==> src/inc/flash_seq_defines.vh <==
// opcodes, status layout, operation kinds and timing of the flash
// sequencer; included by the sequencer and needs nothing else
`ifndef FLASH_SEQ_DEFINES_VH
`define FLASH_SEQ_DEFINES_VH

`define ADDR_BITS           24
`define ENTRY_BITS          43

`define OPC_BYTE_PROG       8'h02
`define OPC_INC_WORD        8'had
`define OPC_SECT_ERASE      8'h20
`define OPC_BLK32_ERASE     8'h52
`define OPC_BLK64_ERASE     8'hd8
`define OPC_CHIP_ERASE_A    8'h60
`define OPC_CHIP_ERASE_B    8'hc7
`define OPC_STATUS_READ     8'h05
`define OPC_WRITE_ENABLE    8'h06
`define OPC_WRITE_DISABLE   8'h04
`define OPC_HW_BUSY_ON      8'h70
`define OPC_HW_BUSY_OFF     8'h80

`define STAT_BUSY_BIT       0
`define STAT_WEN_BIT        1
`define STAT_INC_BIT        6

`define KIND_NONE           3'h0
`define KIND_BYTE_PROG      3'h1
`define KIND_WORD_PROG      3'h2
`define KIND_SECT_ERASE     3'h3
`define KIND_BLK32_ERASE    3'h4
`define KIND_BLK64_ERASE    3'h5
`define KIND_CHIP_ERASE     3'h6

`define LEN_OPCODE_ONLY     3'h1
`define LEN_INC_NEXT        3'h3
`define LEN_ERASE           3'h4
`define LEN_BYTE_PROG       3'h5
`define LEN_INC_FIRST       3'h6

`define MASK_BYTE           24'h000000
`define MASK_WORD           24'h000001
`define MASK_SECTOR         24'h000fff
`define MASK_BLK32          24'h007fff
`define MASK_BLK64          24'h00ffff
`define MASK_CHIP           24'hffffff
`define ADDR_STEP           24'h000002

`define CLK_MHZ             200
`define BYTE_PROGRAM_TIME_US 10
`define SECTOR_ERASE_TIME_US 25000
`define BLOCK_ERASE_TIME_US  25000
`define CHIP_ERASE_TIME_US   50000

`endif

==> src/design/sync_edge.v <==
// two-flop synchroniser with edge detection for a group of pins
// assumes the pins are asynchronous to clk_sys
`timescale 1ns/1ps
module sync_edge #(
    parameter W = 3
) (
    input  wire         clk_sys,
    input  wire         arst_n,
    input  wire [W-1:0] async_in,
    output wire [W-1:0] level,
    output wire [W-1:0] rise,
    output wire [W-1:0] fall
);

reg [W-1:0] meta_q;
reg [W-1:0] sync_q;
reg [W-1:0] prev_q;

always @(posedge clk_sys or negedge arst_n) begin
    if (!arst_n) begin
        meta_q <= {W{1'b1}};
        sync_q <= {W{1'b1}};
        prev_q <= {W{1'b1}};
    end else begin
        meta_q <= async_in;
        sync_q <= meta_q;
        prev_q <= sync_q;
    end
end

assign level = sync_q;
assign rise  = sync_q & ~prev_q;
assign fall  = ~sync_q & prev_q;

endmodule

==> src/design/op_skid_buffer.v <==
// two-entry buffer with valid/ready on both sides; outputs are registers
// assumes both sides run on clk_sys
`timescale 1ns/1ps
module op_skid_buffer #(
    parameter W = 43
) (
    input  wire         clk_sys,
    input  wire         arst_n,
    input  wire         in_valid,
    output wire         in_ready,
    input  wire [W-1:0] in_data,
    output wire         out_valid,
    input  wire         out_ready,
    output wire [W-1:0] out_data
);

reg         out_v_q;
reg [W-1:0] out_q;
reg         spare_v_q;
reg [W-1:0] spare_q;
wire        push = in_valid & ~spare_v_q;

always @(posedge clk_sys or negedge arst_n) begin
    if (!arst_n) begin
        out_v_q   <= 1'b0;
        out_q     <= {W{1'b0}};
        spare_v_q <= 1'b0;
        spare_q   <= {W{1'b0}};
    end else if (!out_v_q || out_ready) begin
        if (spare_v_q) begin
            out_q     <= spare_q;
            out_v_q   <= 1'b1;
            spare_v_q <= 1'b0;
        end else begin
            out_q   <= in_data;
            out_v_q <= push;
        end
    end else if (push) begin
        // head stalled: park the word so nothing is lost
        spare_q   <= in_data;
        spare_v_q <= 1'b1;
    end
end

assign in_ready  = ~spare_v_q;
assign out_valid = out_v_q;
assign out_data  = out_q;

endmodule

==> src/design/spi_flash_program_erase_sequencer.v <==
// program/erase command sequencer of a serial nor flash
// assumes spi pins are asynchronous; array backend takes ops on op_*
`timescale 1ns/1ps
`include "flash_seq_defines.vh"
module spi_flash_program_erase_sequencer #(
    parameter [31:0] BP_CYC = `BYTE_PROGRAM_TIME_US * `CLK_MHZ,
    parameter [31:0] SE_CYC = `SECTOR_ERASE_TIME_US * `CLK_MHZ,
    parameter [31:0] BE_CYC = `BLOCK_ERASE_TIME_US * `CLK_MHZ,
    parameter [31:0] CE_CYC = `CHIP_ERASE_TIME_US * `CLK_MHZ
) (
    input  wire                  clk_sys,
    input  wire                  arst_n,
    input  wire                  cs_n_pin,
    input  wire                  sclk_pin,
    input  wire                  si_pin,
    output wire                  so_out,
    output wire                  so_oe,
    input  wire [`ADDR_BITS-1:0] unprot_top,
    output wire                  op_valid,
    input  wire                  op_ready,
    output wire [2:0]            op_kind,
    output wire [`ADDR_BITS-1:0] op_addr,
    output wire [15:0]           op_data,
    output wire                  busy,
    output wire                  write_enable_latch,
    output wire                  auto_increment_program,
    output wire                  hw_busy_en
);

////////////////////////////////////////////////////////////////////////
// pin synchronisation

wire [2:0] pin_lvl;
wire [2:0] pin_rise;
wire [2:0] pin_fall;

sync_edge #(
    .W (3)
) u_sync (
    .clk_sys  (clk_sys),
    .arst_n   (arst_n),
    .async_in ({cs_n_pin, sclk_pin, si_pin}),
    .level    (pin_lvl),
    .rise     (pin_rise),
    .fall     (pin_fall)
);

wire cs_low  = ~pin_lvl[2];
wire cs_end  = pin_rise[2];
wire sclk_up = pin_rise[1] & cs_low;
wire sclk_dn = pin_fall[1] & cs_low;
wire si_bit  = pin_lvl[0];

////////////////////////////////////////////////////////////////////////
// state

reg [2:0]            bit_q;
reg [2:0]            cnt_q;
reg [6:0]            sh_q;
reg [7:0]            opc_q;
reg [39:0]           pay_q;
reg                  rd_q;
reg [7:0]            osh_q;
reg                  so_q;
reg                  so_oe_q;
reg                  wen_q;
reg                  inc_q;
reg                  inc_last_q;
reg [`ADDR_BITS-1:0] ptr_q;
reg                  hwb_q;
reg                  busy_q;
reg [31:0]           tmr_q;
reg                  push_v_q;
reg [`ENTRY_BITS-1:0] push_q;
wire                 push_rdy;

wire [7:0] byte_in   = {sh_q, si_bit};
wire       byte_done = sclk_up & (bit_q == 3'h7);
wire [7:0] status    = {1'b0, inc_q, 4'h0, wen_q, busy_q};

// true when the whole span [base|mask] lies below the protected area
function span_ok;
    input [`ADDR_BITS-1:0] base;
    input [`ADDR_BITS-1:0] mask;
    input [`ADDR_BITS-1:0] top;
    begin
        span_ok = ((base | mask) <= top);
    end
endfunction

////////////////////////////////////////////////////////////////////////
// command decode at chip select rise

wire [`ADDR_BITS-1:0] adr_full = pay_q[39:16];
wire [`ADDR_BITS-1:0] adr_byte = pay_q[31:8];
wire [`ADDR_BITS-1:0] adr_ers  = pay_q[23:0];
wire                  frame_ok = cs_end & (bit_q == 3'h0);

reg                  go;
reg                  go_inc;
reg [2:0]            go_kind;
reg [`ADDR_BITS-1:0] go_adr;
reg [15:0]           go_dat;
reg [31:0]           go_cyc;

always @* begin
    go      = 1'b0;
    go_inc  = 1'b0;
    go_kind = `KIND_NONE;
    go_adr  = {`ADDR_BITS{1'b0}};
    go_dat  = 16'hffff;
    go_cyc  = 32'h0;
    if (frame_ok && wen_q && !busy_q) begin
        case (opc_q)
            `OPC_BYTE_PROG: begin
                if (!inc_q && cnt_q == `LEN_BYTE_PROG &&
                        span_ok(adr_byte, `MASK_BYTE, unprot_top)) begin
                    go      = 1'b1;
                    go_kind = `KIND_BYTE_PROG;
                    go_adr  = adr_byte;
                    go_dat  = {pay_q[7:0], 8'hff};
                    go_cyc  = BP_CYC;
                end
            end
            `OPC_INC_WORD: begin
                if (inc_q && cnt_q == `LEN_INC_NEXT) begin
                    go      = 1'b1;
                    go_kind = `KIND_WORD_PROG;
                    go_adr  = ptr_q;
                    go_dat  = pay_q[15:0];
                    go_cyc  = BP_CYC;
                end else if (!inc_q && cnt_q == `LEN_INC_FIRST &&
                        span_ok(adr_full, `MASK_WORD, unprot_top)) begin
                    go      = 1'b1;
                    go_inc  = 1'b1;
                    go_kind = `KIND_WORD_PROG;
                    go_adr  = adr_full & ~`MASK_WORD;
                    go_dat  = pay_q[15:0];
                    go_cyc  = BP_CYC;
                end
            end
            `OPC_SECT_ERASE: begin
                if (!inc_q && cnt_q == `LEN_ERASE &&
                        span_ok(adr_ers, `MASK_SECTOR, unprot_top)) begin
                    go      = 1'b1;
                    go_kind = `KIND_SECT_ERASE;
                    go_adr  = adr_ers & ~`MASK_SECTOR;
                    go_cyc  = SE_CYC;
                end
            end
            `OPC_BLK32_ERASE: begin
                if (!inc_q && cnt_q == `LEN_ERASE &&
                        span_ok(adr_ers, `MASK_BLK32, unprot_top)) begin
                    go      = 1'b1;
                    go_kind = `KIND_BLK32_ERASE;
                    go_adr  = adr_ers & ~`MASK_BLK32;
                    go_cyc  = BE_CYC;
                end
            end
            `OPC_BLK64_ERASE: begin
                if (!inc_q && cnt_q == `LEN_ERASE &&
                        span_ok(adr_ers, `MASK_BLK64, unprot_top)) begin
                    go      = 1'b1;
                    go_kind = `KIND_BLK64_ERASE;
                    go_adr  = adr_ers & ~`MASK_BLK64;
                    go_cyc  = BE_CYC;
                end
            end
            `OPC_CHIP_ERASE_A,
            `OPC_CHIP_ERASE_B: begin
                if (!inc_q && cnt_q == `LEN_OPCODE_ONLY &&
                        span_ok(`MASK_BYTE, `MASK_CHIP, unprot_top)) begin
                    go      = 1'b1;
                    go_kind = `KIND_CHIP_ERASE;
                    go_cyc  = CE_CYC;
                end
            end
            default: begin
            end
        endcase
    end
end

wire one_op = frame_ok & (cnt_q == `LEN_OPCODE_ONLY);

////////////////////////////////////////////////////////////////////////
// serial shift-in

always @(posedge clk_sys or negedge arst_n) begin
    if (!arst_n) begin
        bit_q <= 3'h0;
        cnt_q <= 3'h0;
        sh_q  <= 7'h00;
        opc_q <= 8'h00;
        pay_q <= 40'h0;
    end else if (pin_fall[2]) begin
        bit_q <= 3'h0;
        cnt_q <= 3'h0;
    end else if (sclk_up) begin
        bit_q <= bit_q + 3'h1;
        sh_q  <= byte_in[6:0];
        if (byte_done) begin
            if (cnt_q != 3'h7)
                cnt_q <= cnt_q + 3'h1;
            if (cnt_q == 3'h0)
                opc_q <= byte_in;
            else
                pay_q <= {pay_q[31:0], byte_in};
        end
    end
end

////////////////////////////////////////////////////////////////////////
// serial output: status stream or ready/busy level

wire rd_start = byte_done & (cnt_q == 3'h0) &
                (byte_in == `OPC_STATUS_READ);
wire hw_show  = hwb_q & inc_q & cs_low & ~rd_q;

always @(posedge clk_sys or negedge arst_n) begin
    if (!arst_n) begin
        rd_q    <= 1'b0;
        osh_q   <= 8'h00;
        so_q    <= 1'b0;
        so_oe_q <= 1'b0;
    end else begin
        if (!cs_low)
            rd_q <= 1'b0;
        else if (rd_start)
            rd_q <= 1'b1;
        if (byte_done && (rd_q || rd_start))
            osh_q <= status;
        else if (sclk_dn && rd_q)
            osh_q <= {osh_q[6:0], 1'b0};
        if (hw_show)
            so_q <= ~busy_q;
        else if (sclk_dn && rd_q)
            so_q <= osh_q[7];
        so_oe_q <= cs_low & (rd_q | hw_show);
    end
end

////////////////////////////////////////////////////////////////////////
// latches, word mode and self-timed operation

always @(posedge clk_sys or negedge arst_n) begin
    if (!arst_n) begin
        wen_q      <= 1'b0;
        inc_q      <= 1'b0;
        inc_last_q <= 1'b0;
        ptr_q      <= {`ADDR_BITS{1'b0}};
        hwb_q      <= 1'b0;
        busy_q     <= 1'b0;
        tmr_q      <= 32'h0;
        push_v_q   <= 1'b0;
        push_q     <= {`ENTRY_BITS{1'b0}};
    end else begin
        if (push_v_q && push_rdy)
            push_v_q <= 1'b0;
        if (tmr_q != 32'h0)
            tmr_q <= tmr_q - 32'h1;
        if (busy_q && !push_v_q && tmr_q == 32'h0) begin
            busy_q <= 1'b0;
            if (!inc_q || inc_last_q) begin
                wen_q      <= 1'b0;
                inc_q      <= 1'b0;
                inc_last_q <= 1'b0;
            end
        end
        if (go) begin
            busy_q   <= 1'b1;
            tmr_q    <= go_cyc;
            push_v_q <= 1'b1;
            push_q   <= {go_kind, go_adr, go_dat};
            ptr_q    <= go_adr + `ADDR_STEP;
            inc_last_q <= (go_kind == `KIND_WORD_PROG) &&
                          ((go_adr | `MASK_WORD) >= unprot_top);
            if (go_inc)
                inc_q <= 1'b1;
        end
        if (one_op) begin
            case (opc_q)
                `OPC_WRITE_DISABLE: begin
                    wen_q      <= 1'b0;
                    inc_q      <= 1'b0;
                    inc_last_q <= 1'b0;
                end
                `OPC_WRITE_ENABLE: begin
                    if (!inc_q)
                        wen_q <= 1'b1;
                end
                `OPC_HW_BUSY_ON: begin
                    if (!inc_q)
                        hwb_q <= 1'b1;
                end
                `OPC_HW_BUSY_OFF: begin
                    if (!inc_q)
                        hwb_q <= 1'b0;
                end
                default: begin
                end
            endcase
        end
    end
end
// other opcodes in word mode, except write disable, fall through the cases above

////////////////////////////////////////////////////////////////////////
// operation buffer toward the array

wire [`ENTRY_BITS-1:0] head;

op_skid_buffer #(
    .W (`ENTRY_BITS)
) u_buf (
    .clk_sys   (clk_sys),
    .arst_n    (arst_n),
    .in_valid  (push_v_q),
    .in_ready  (push_rdy),
    .in_data   (push_q),
    .out_valid (op_valid),
    .out_ready (op_ready),
    .out_data  (head)
);

assign op_kind                = head[42:40];
assign op_addr                = head[39:16];
assign op_data                = head[15:0];
assign so_out                 = so_q;
assign so_oe                  = so_oe_q;
assign busy                   = busy_q;
assign write_enable_latch     = wen_q;
assign auto_increment_program = inc_q;
assign hw_busy_en             = hwb_q;

endmodule

==> config.mk <==
export PLATFORM = sky130hd
export DESIGN_NAME = spi_flash_program_erase_sequencer
export DESIGN_NICKNAME = d
export VERILOG_FILES = /design/src/design/sync_edge.v /design/src/design/op_skid_buffer.v /design/src/design/spi_flash_program_erase_sequencer.v
export VERILOG_INCLUDE_DIRS = /design/src /design/src/inc
export SDC_FILE = /design/constraint.sdc
export NUM_CORES = 1
export LEC_CHECK = 0
export BUFFER_PORTS_ARGS = -buffer_cell sky130_fd_sc_hd__buf_2
export CAP_MARGIN = 20
export CORE_ASPECT_RATIO = 2
export CORE_UTILIZATION = 60
export DETAILED_ROUTE_END_ITERATION = 7
export GPL_ROUTABILITY_DRIVEN = 1
export PLACE_DENSITY = 0.79
export RECOVER_POWER = 50
export SETUP_SLACK_MARGIN = 0.1
export SYNTH_ARGS = -nofsm -noshare
export SYNTH_HDL_FRONTEND = slang
export SYNTH_SLANG_ARGS = --single-unit
==> constraint.sdc <==
create_clock -name clk_sys -period 11.63 [get_ports clk_sys]
set_clock_uncertainty 0.1 [all_clocks]
set_input_delay 1.7445 -clock clk_sys [delete_from_list [all_inputs] [get_ports clk_sys]]
set_output_delay 1.7445 -clock clk_sys [all_outputs]
set_load 0.05 [all_outputs]
==> run summary <==
Net switching fraction of the power: 22.34%
Final-report hold violation count: 0
HP Class: register to register
Number of hold buffers added after cts: 0
Failing checks: max-capacitance violations, max-slew violations
Most common flop cell mapped by yosys: sky130_fd_sc_hd__dfrtp_1
Number of core rows: 82
Area growth from synthesis to layout: 9.954%
Antenna violations before repair: 1
TritonCTS clock tree: yes
Fraction of the yosys area taken by sequential cells: 44.60%
Final nets: 1684
Data required time at the worst endpoint: 11.93 ns
Multiplexer share of the synthesized area: 10.75%
Worst-Skew Late Latency: 0.54 ns
Final ANT Viol Nets: 0
Static leakage: 7.736 nW
Area share of fa/ha/maj cells after synthesis: 7.777%
X dimension of the die: 114.9 um
Critical Path Most Common Cell: sky130_fd_sc_hd__o21a_1
Sequential power share: 51.2%
Leading cell type in the layout, fill and taps excluded: sky130_fd_sc_hd__dfrtp_1
Die area: 26160 um2
Clock transition at the registers of the reported paths: 0.07 ns
Setup_tns: 0 ns
Ordered list of cells on the worst path: buf_2 -> inv_1 -> ha_1 -> nand4_1 -> or4_4 -> a311oi_2 -> nor3_1 -> a221oi_2 -> nor2_1 -> ha_1 -> o21a_1 -> o21a_1 -> o21a_1 -> o21ai_0 -> a21boi_0 -> o21ai_0 -> a2111oi_0 -> o21bai_1 -> a21oi_1
Root Driver: sky130_fd_sc_hd__clkbuf_16
Kind of critical path: input pin to register
Max frequency: 147.4 MHz
Number of slew-limit violations in the final report: 249
Startpoint type of the worst setup path: input pin
Final routed wirelength across all metal layers: 46.04 mm
Global-route wire length before repair: 71.76 mm
Proportion of layout cells with a drive suffix above 1: 17.26%
Run status: complete, but fails checks
Unrepaired setup endpoints after global routing: false
Worst hold margin: 0.2497 ns
Synth Net Count: 1623
Count of distinct cell types in the synthesized netlist: 99
Dominant combinational cell family by area after synthesis: simple AND/OR/NAND/NOR gates
Maximum fanout encountered on the critical timing path: 6
# fillers: 2052
Count of state elements after synthesis: 272
Core Footprint: 25030 um2
TritonCTS buffer count: 25
Setup-violating endpoint count in the final report: 0
XOR/XNOR Fraction of Synth Area: 1.719%
Final Total Pwr: 1.887 mW
Max_cap viols: 4
Commonest cells after routing, fill and taps aside: sky130_fd_sc_hd__dfrtp_1 (263), sky130_fd_sc_hd__nand2_1 (174), sky130_fd_sc_hd__o21ai_0 (112)
Dpl cell area: 15980 um2
Drt wl/cell: 24.07 um
Drt first pass iters: 6
Final standard cell utilization of the core: 67.13%
Total power density per cell area: 112.3 nW/um2
Area fraction in compound gates after synthesis: 15.82%
Detailed placement HPWL: 33.94 mm
Worst slew margin relative to its limit: -246.9%
Pin count of the biggest net entering global routing: 180
Final clock period utilization by the worst path: 58.35%
Die Ht: 227.7 um
Final Cell Area: 16810 um2
Critical path endpoint category: register
H-tree Lvls: 1
Routed vias/inst: 6.418
Cell at the slowest stage of the critical path: sky130_fd_sc_hd__or4_4
Fraction of synthesis flops using an asynchronous set or reset pin: 100.0%
Post-CTS sizing: 0
Total setup buffers inserted after CTS: 0
Number of remaining DRC errors: 0
Quantity of I/O buffers inserted on ports: 79
Maximum count of clock buffers along a single path: 3
Peak ir drop on the vdd network: 0.1342 mV
Syn avg cell area: 10.20 um2
Slew at the pin closest to its max-slew limit: 5.204 ns
Global-route total usage across every layer: 36.58%
Crit path time final: 6.786 ns
Data arrival, critical path: 7.08 ns
Initial core utilization: 61.06%
Cell internal power dissipation: 1.466 mW
Yosys Warn Count: 0
Synth Instances: 1498
Initial drt markers: 836
Number of primary I/O pins: 80
Total net switching power: 0.4216 mW
Area of the mapped netlist: 15280 um2
Count of clock tree sinks: 272
Via count of the first global-routing pass: 12540
Routed vias: 12280
RePlAce Congestion: 1.013
CP peak stage delay: 0.69 ns
Part of the total power dissipated in the clock network: 45.2%
Share of power burned in combinational logic: 3.6%
Area share of and/or/nand/nor cells after synthesis: 16.18%
Number of enable-type register cells in the synthesized netlist: 0
Residual overflow from global routing: 0
[registers in the layout, indices dropped and copies added (netlist names), 2 cells and up]
| name | flops |
|---|---|
| tmr_q | 32 |
| bit_q | 3 |
| ptr_q | 24 |
| push_q | 42 |
| u_buf.out_data | 43 |
| opc_q | 8 |
| pay_q | 40 |
| u_sync.prev_q | 2 |
| sh_q | 7 |
| u_sync.meta_q | 3 |
| cnt_q | 3 |
| u_sync.level | 3 |
| osh_q | 8 |
| u_buf.spare_q | 43 |
[cell type report]
cell class | instances | area [um2] | area share, %
clock inverters | 14 | 160.2 | 0.9530
inverters | 58 | 217.7 | 1.295
well taps | 336 | 420.4 | 2.501
clock buffers | 30 | 684.4 | 4.072
repair buffers | 94 | 506.7 | 3.015
diodes | 1 | 2.502 | 0.01489
multi-input cells | 1108 | 7996 | 47.58
flip-flops and latches | 272 | 6818 | 40.57
[metrics by stage]
stage	setup WS, ns	instances
after floorplan	6.046	1498
after global placement	4.624	1867
after detailed placement	4.634	1867
after CTS	5.197	1911
after global routing	4.602	1913
final	4.844	1913
[power by group through the flow]
stage	logic (mW)	clock network, mW	registers (mW)
floorplan	0.0315	0	0.980
global placement	0.0662	0	0.983
detailed placement	0.0687	0	0.984
CTS	0.0690	0.864	0.966
global route	0.0766	0.899	0.967
finish	0.0679	0.853	0.966
[path summary, 6_finish.rpt]
path	startpoint	endpoint	slack [ns]	cells after the start
min in group asynchronous	arst_n	u_buf.out_data[38]$_DFFE_PN0N_	3.00	1
max	unprot_top[16]	inc_last_q$_DFF_PN0_	4.84	19
max in group asynchronous	arst_n	pay_q[35]$_DFFE_PN0P_	5.53	1
min reg2reg	u_sync.meta_q[0]$_DFF_PN1_	u_sync.level[0]$_DFF_PN1_	0.25	0
min	u_sync.meta_q[0]$_DFF_PN1_	u_sync.level[0]$_DFF_PN1_	0.25	0
max reg2reg	pay_q[17]$_DFFE_PN0P_	inc_last_q$_DFF_PN0_	5.61	19
[metal layers]
metal / GRT usage [%] / up-vias / share of wire [%]
met3: 6.801 / 196 / 6.0
met5: 0 / - / 0
met1: 41.51 / 6005 / 37
li1: - / 5606 / -
met4: 24.59 / 0 / 7.8
met2: 61.54 / 471 / 50
[synthesized netlist by cell type, types with 16 or more instances]
library cell | instances | area share [%]
sky130_fd_sc_hd__dfrtp_1 | 264 | 43
sky130_fd_sc_hd__ha_1 | 95 | 7.8
sky130_fd_sc_hd__mux2_2 | 87 | 6.4
sky130_fd_sc_hd__nor3_1 | 30 | 0.98
sky130_fd_sc_hd__a21o_1 | 29 | 1.4
sky130_fd_sc_hd__clkbuf_1 | 35 | 0.86
sky130_fd_sc_hd__xnor2_1 | 22 | 1.3
sky130_fd_sc_hd__buf_2 | 16 | 0.52
sky130_fd_sc_hd__a22oi_1 | 18 | 0.88
sky130_fd_sc_hd__nand3_1 | 26 | 0.85
sky130_fd_sc_hd__nand4_1 | 33 | 1.4
sky130_fd_sc_hd__nor2_1 | 92 | 2.3
sky130_fd_sc_hd__nor4_1 | 28 | 1.1
sky130_fd_sc_hd__mux2i_1 | 64 | 4.2
sky130_fd_sc_hd__o22a_1 | 16 | 0.92
sky130_fd_sc_hd__o21ai_0 | 112 | 3.7
sky130_fd_sc_hd__a21oi_1 | 65 | 2.1
sky130_fd_sc_hd__nand2_1 | 174 | 4.3
sky130_fd_sc_hd__inv_1 | 57 | 1.4
[worst max-delay path, delay by kind of cell]
family | cells | cell delay [ns]
and+or+nand+nor | 4 | 1.56
AOI/OAI and AO/OA | 11 | 2.87
buffers and inverters | 2 | 0.24
adders and majority gates | 2 | 0.66
[logic make-up (layout without fill, tap and decap cells)]
| family | count (synthesis) | after routing |
|---|---|---|
| and+or+nand+nor | 476 | 476 |
| adders and majority gates | 95 | 95 |
| buffers and inverters | 118 | 196 |
| other | 0 | 1 |
| DFF | 272 | 272 |
| xor gates and xnor gates | 30 | 30 |
| AOI/OAI and AO/OA | 354 | 354 |
| muxes | 153 | 153 |
No activity file was read; power rests on OpenSTA's default activity.
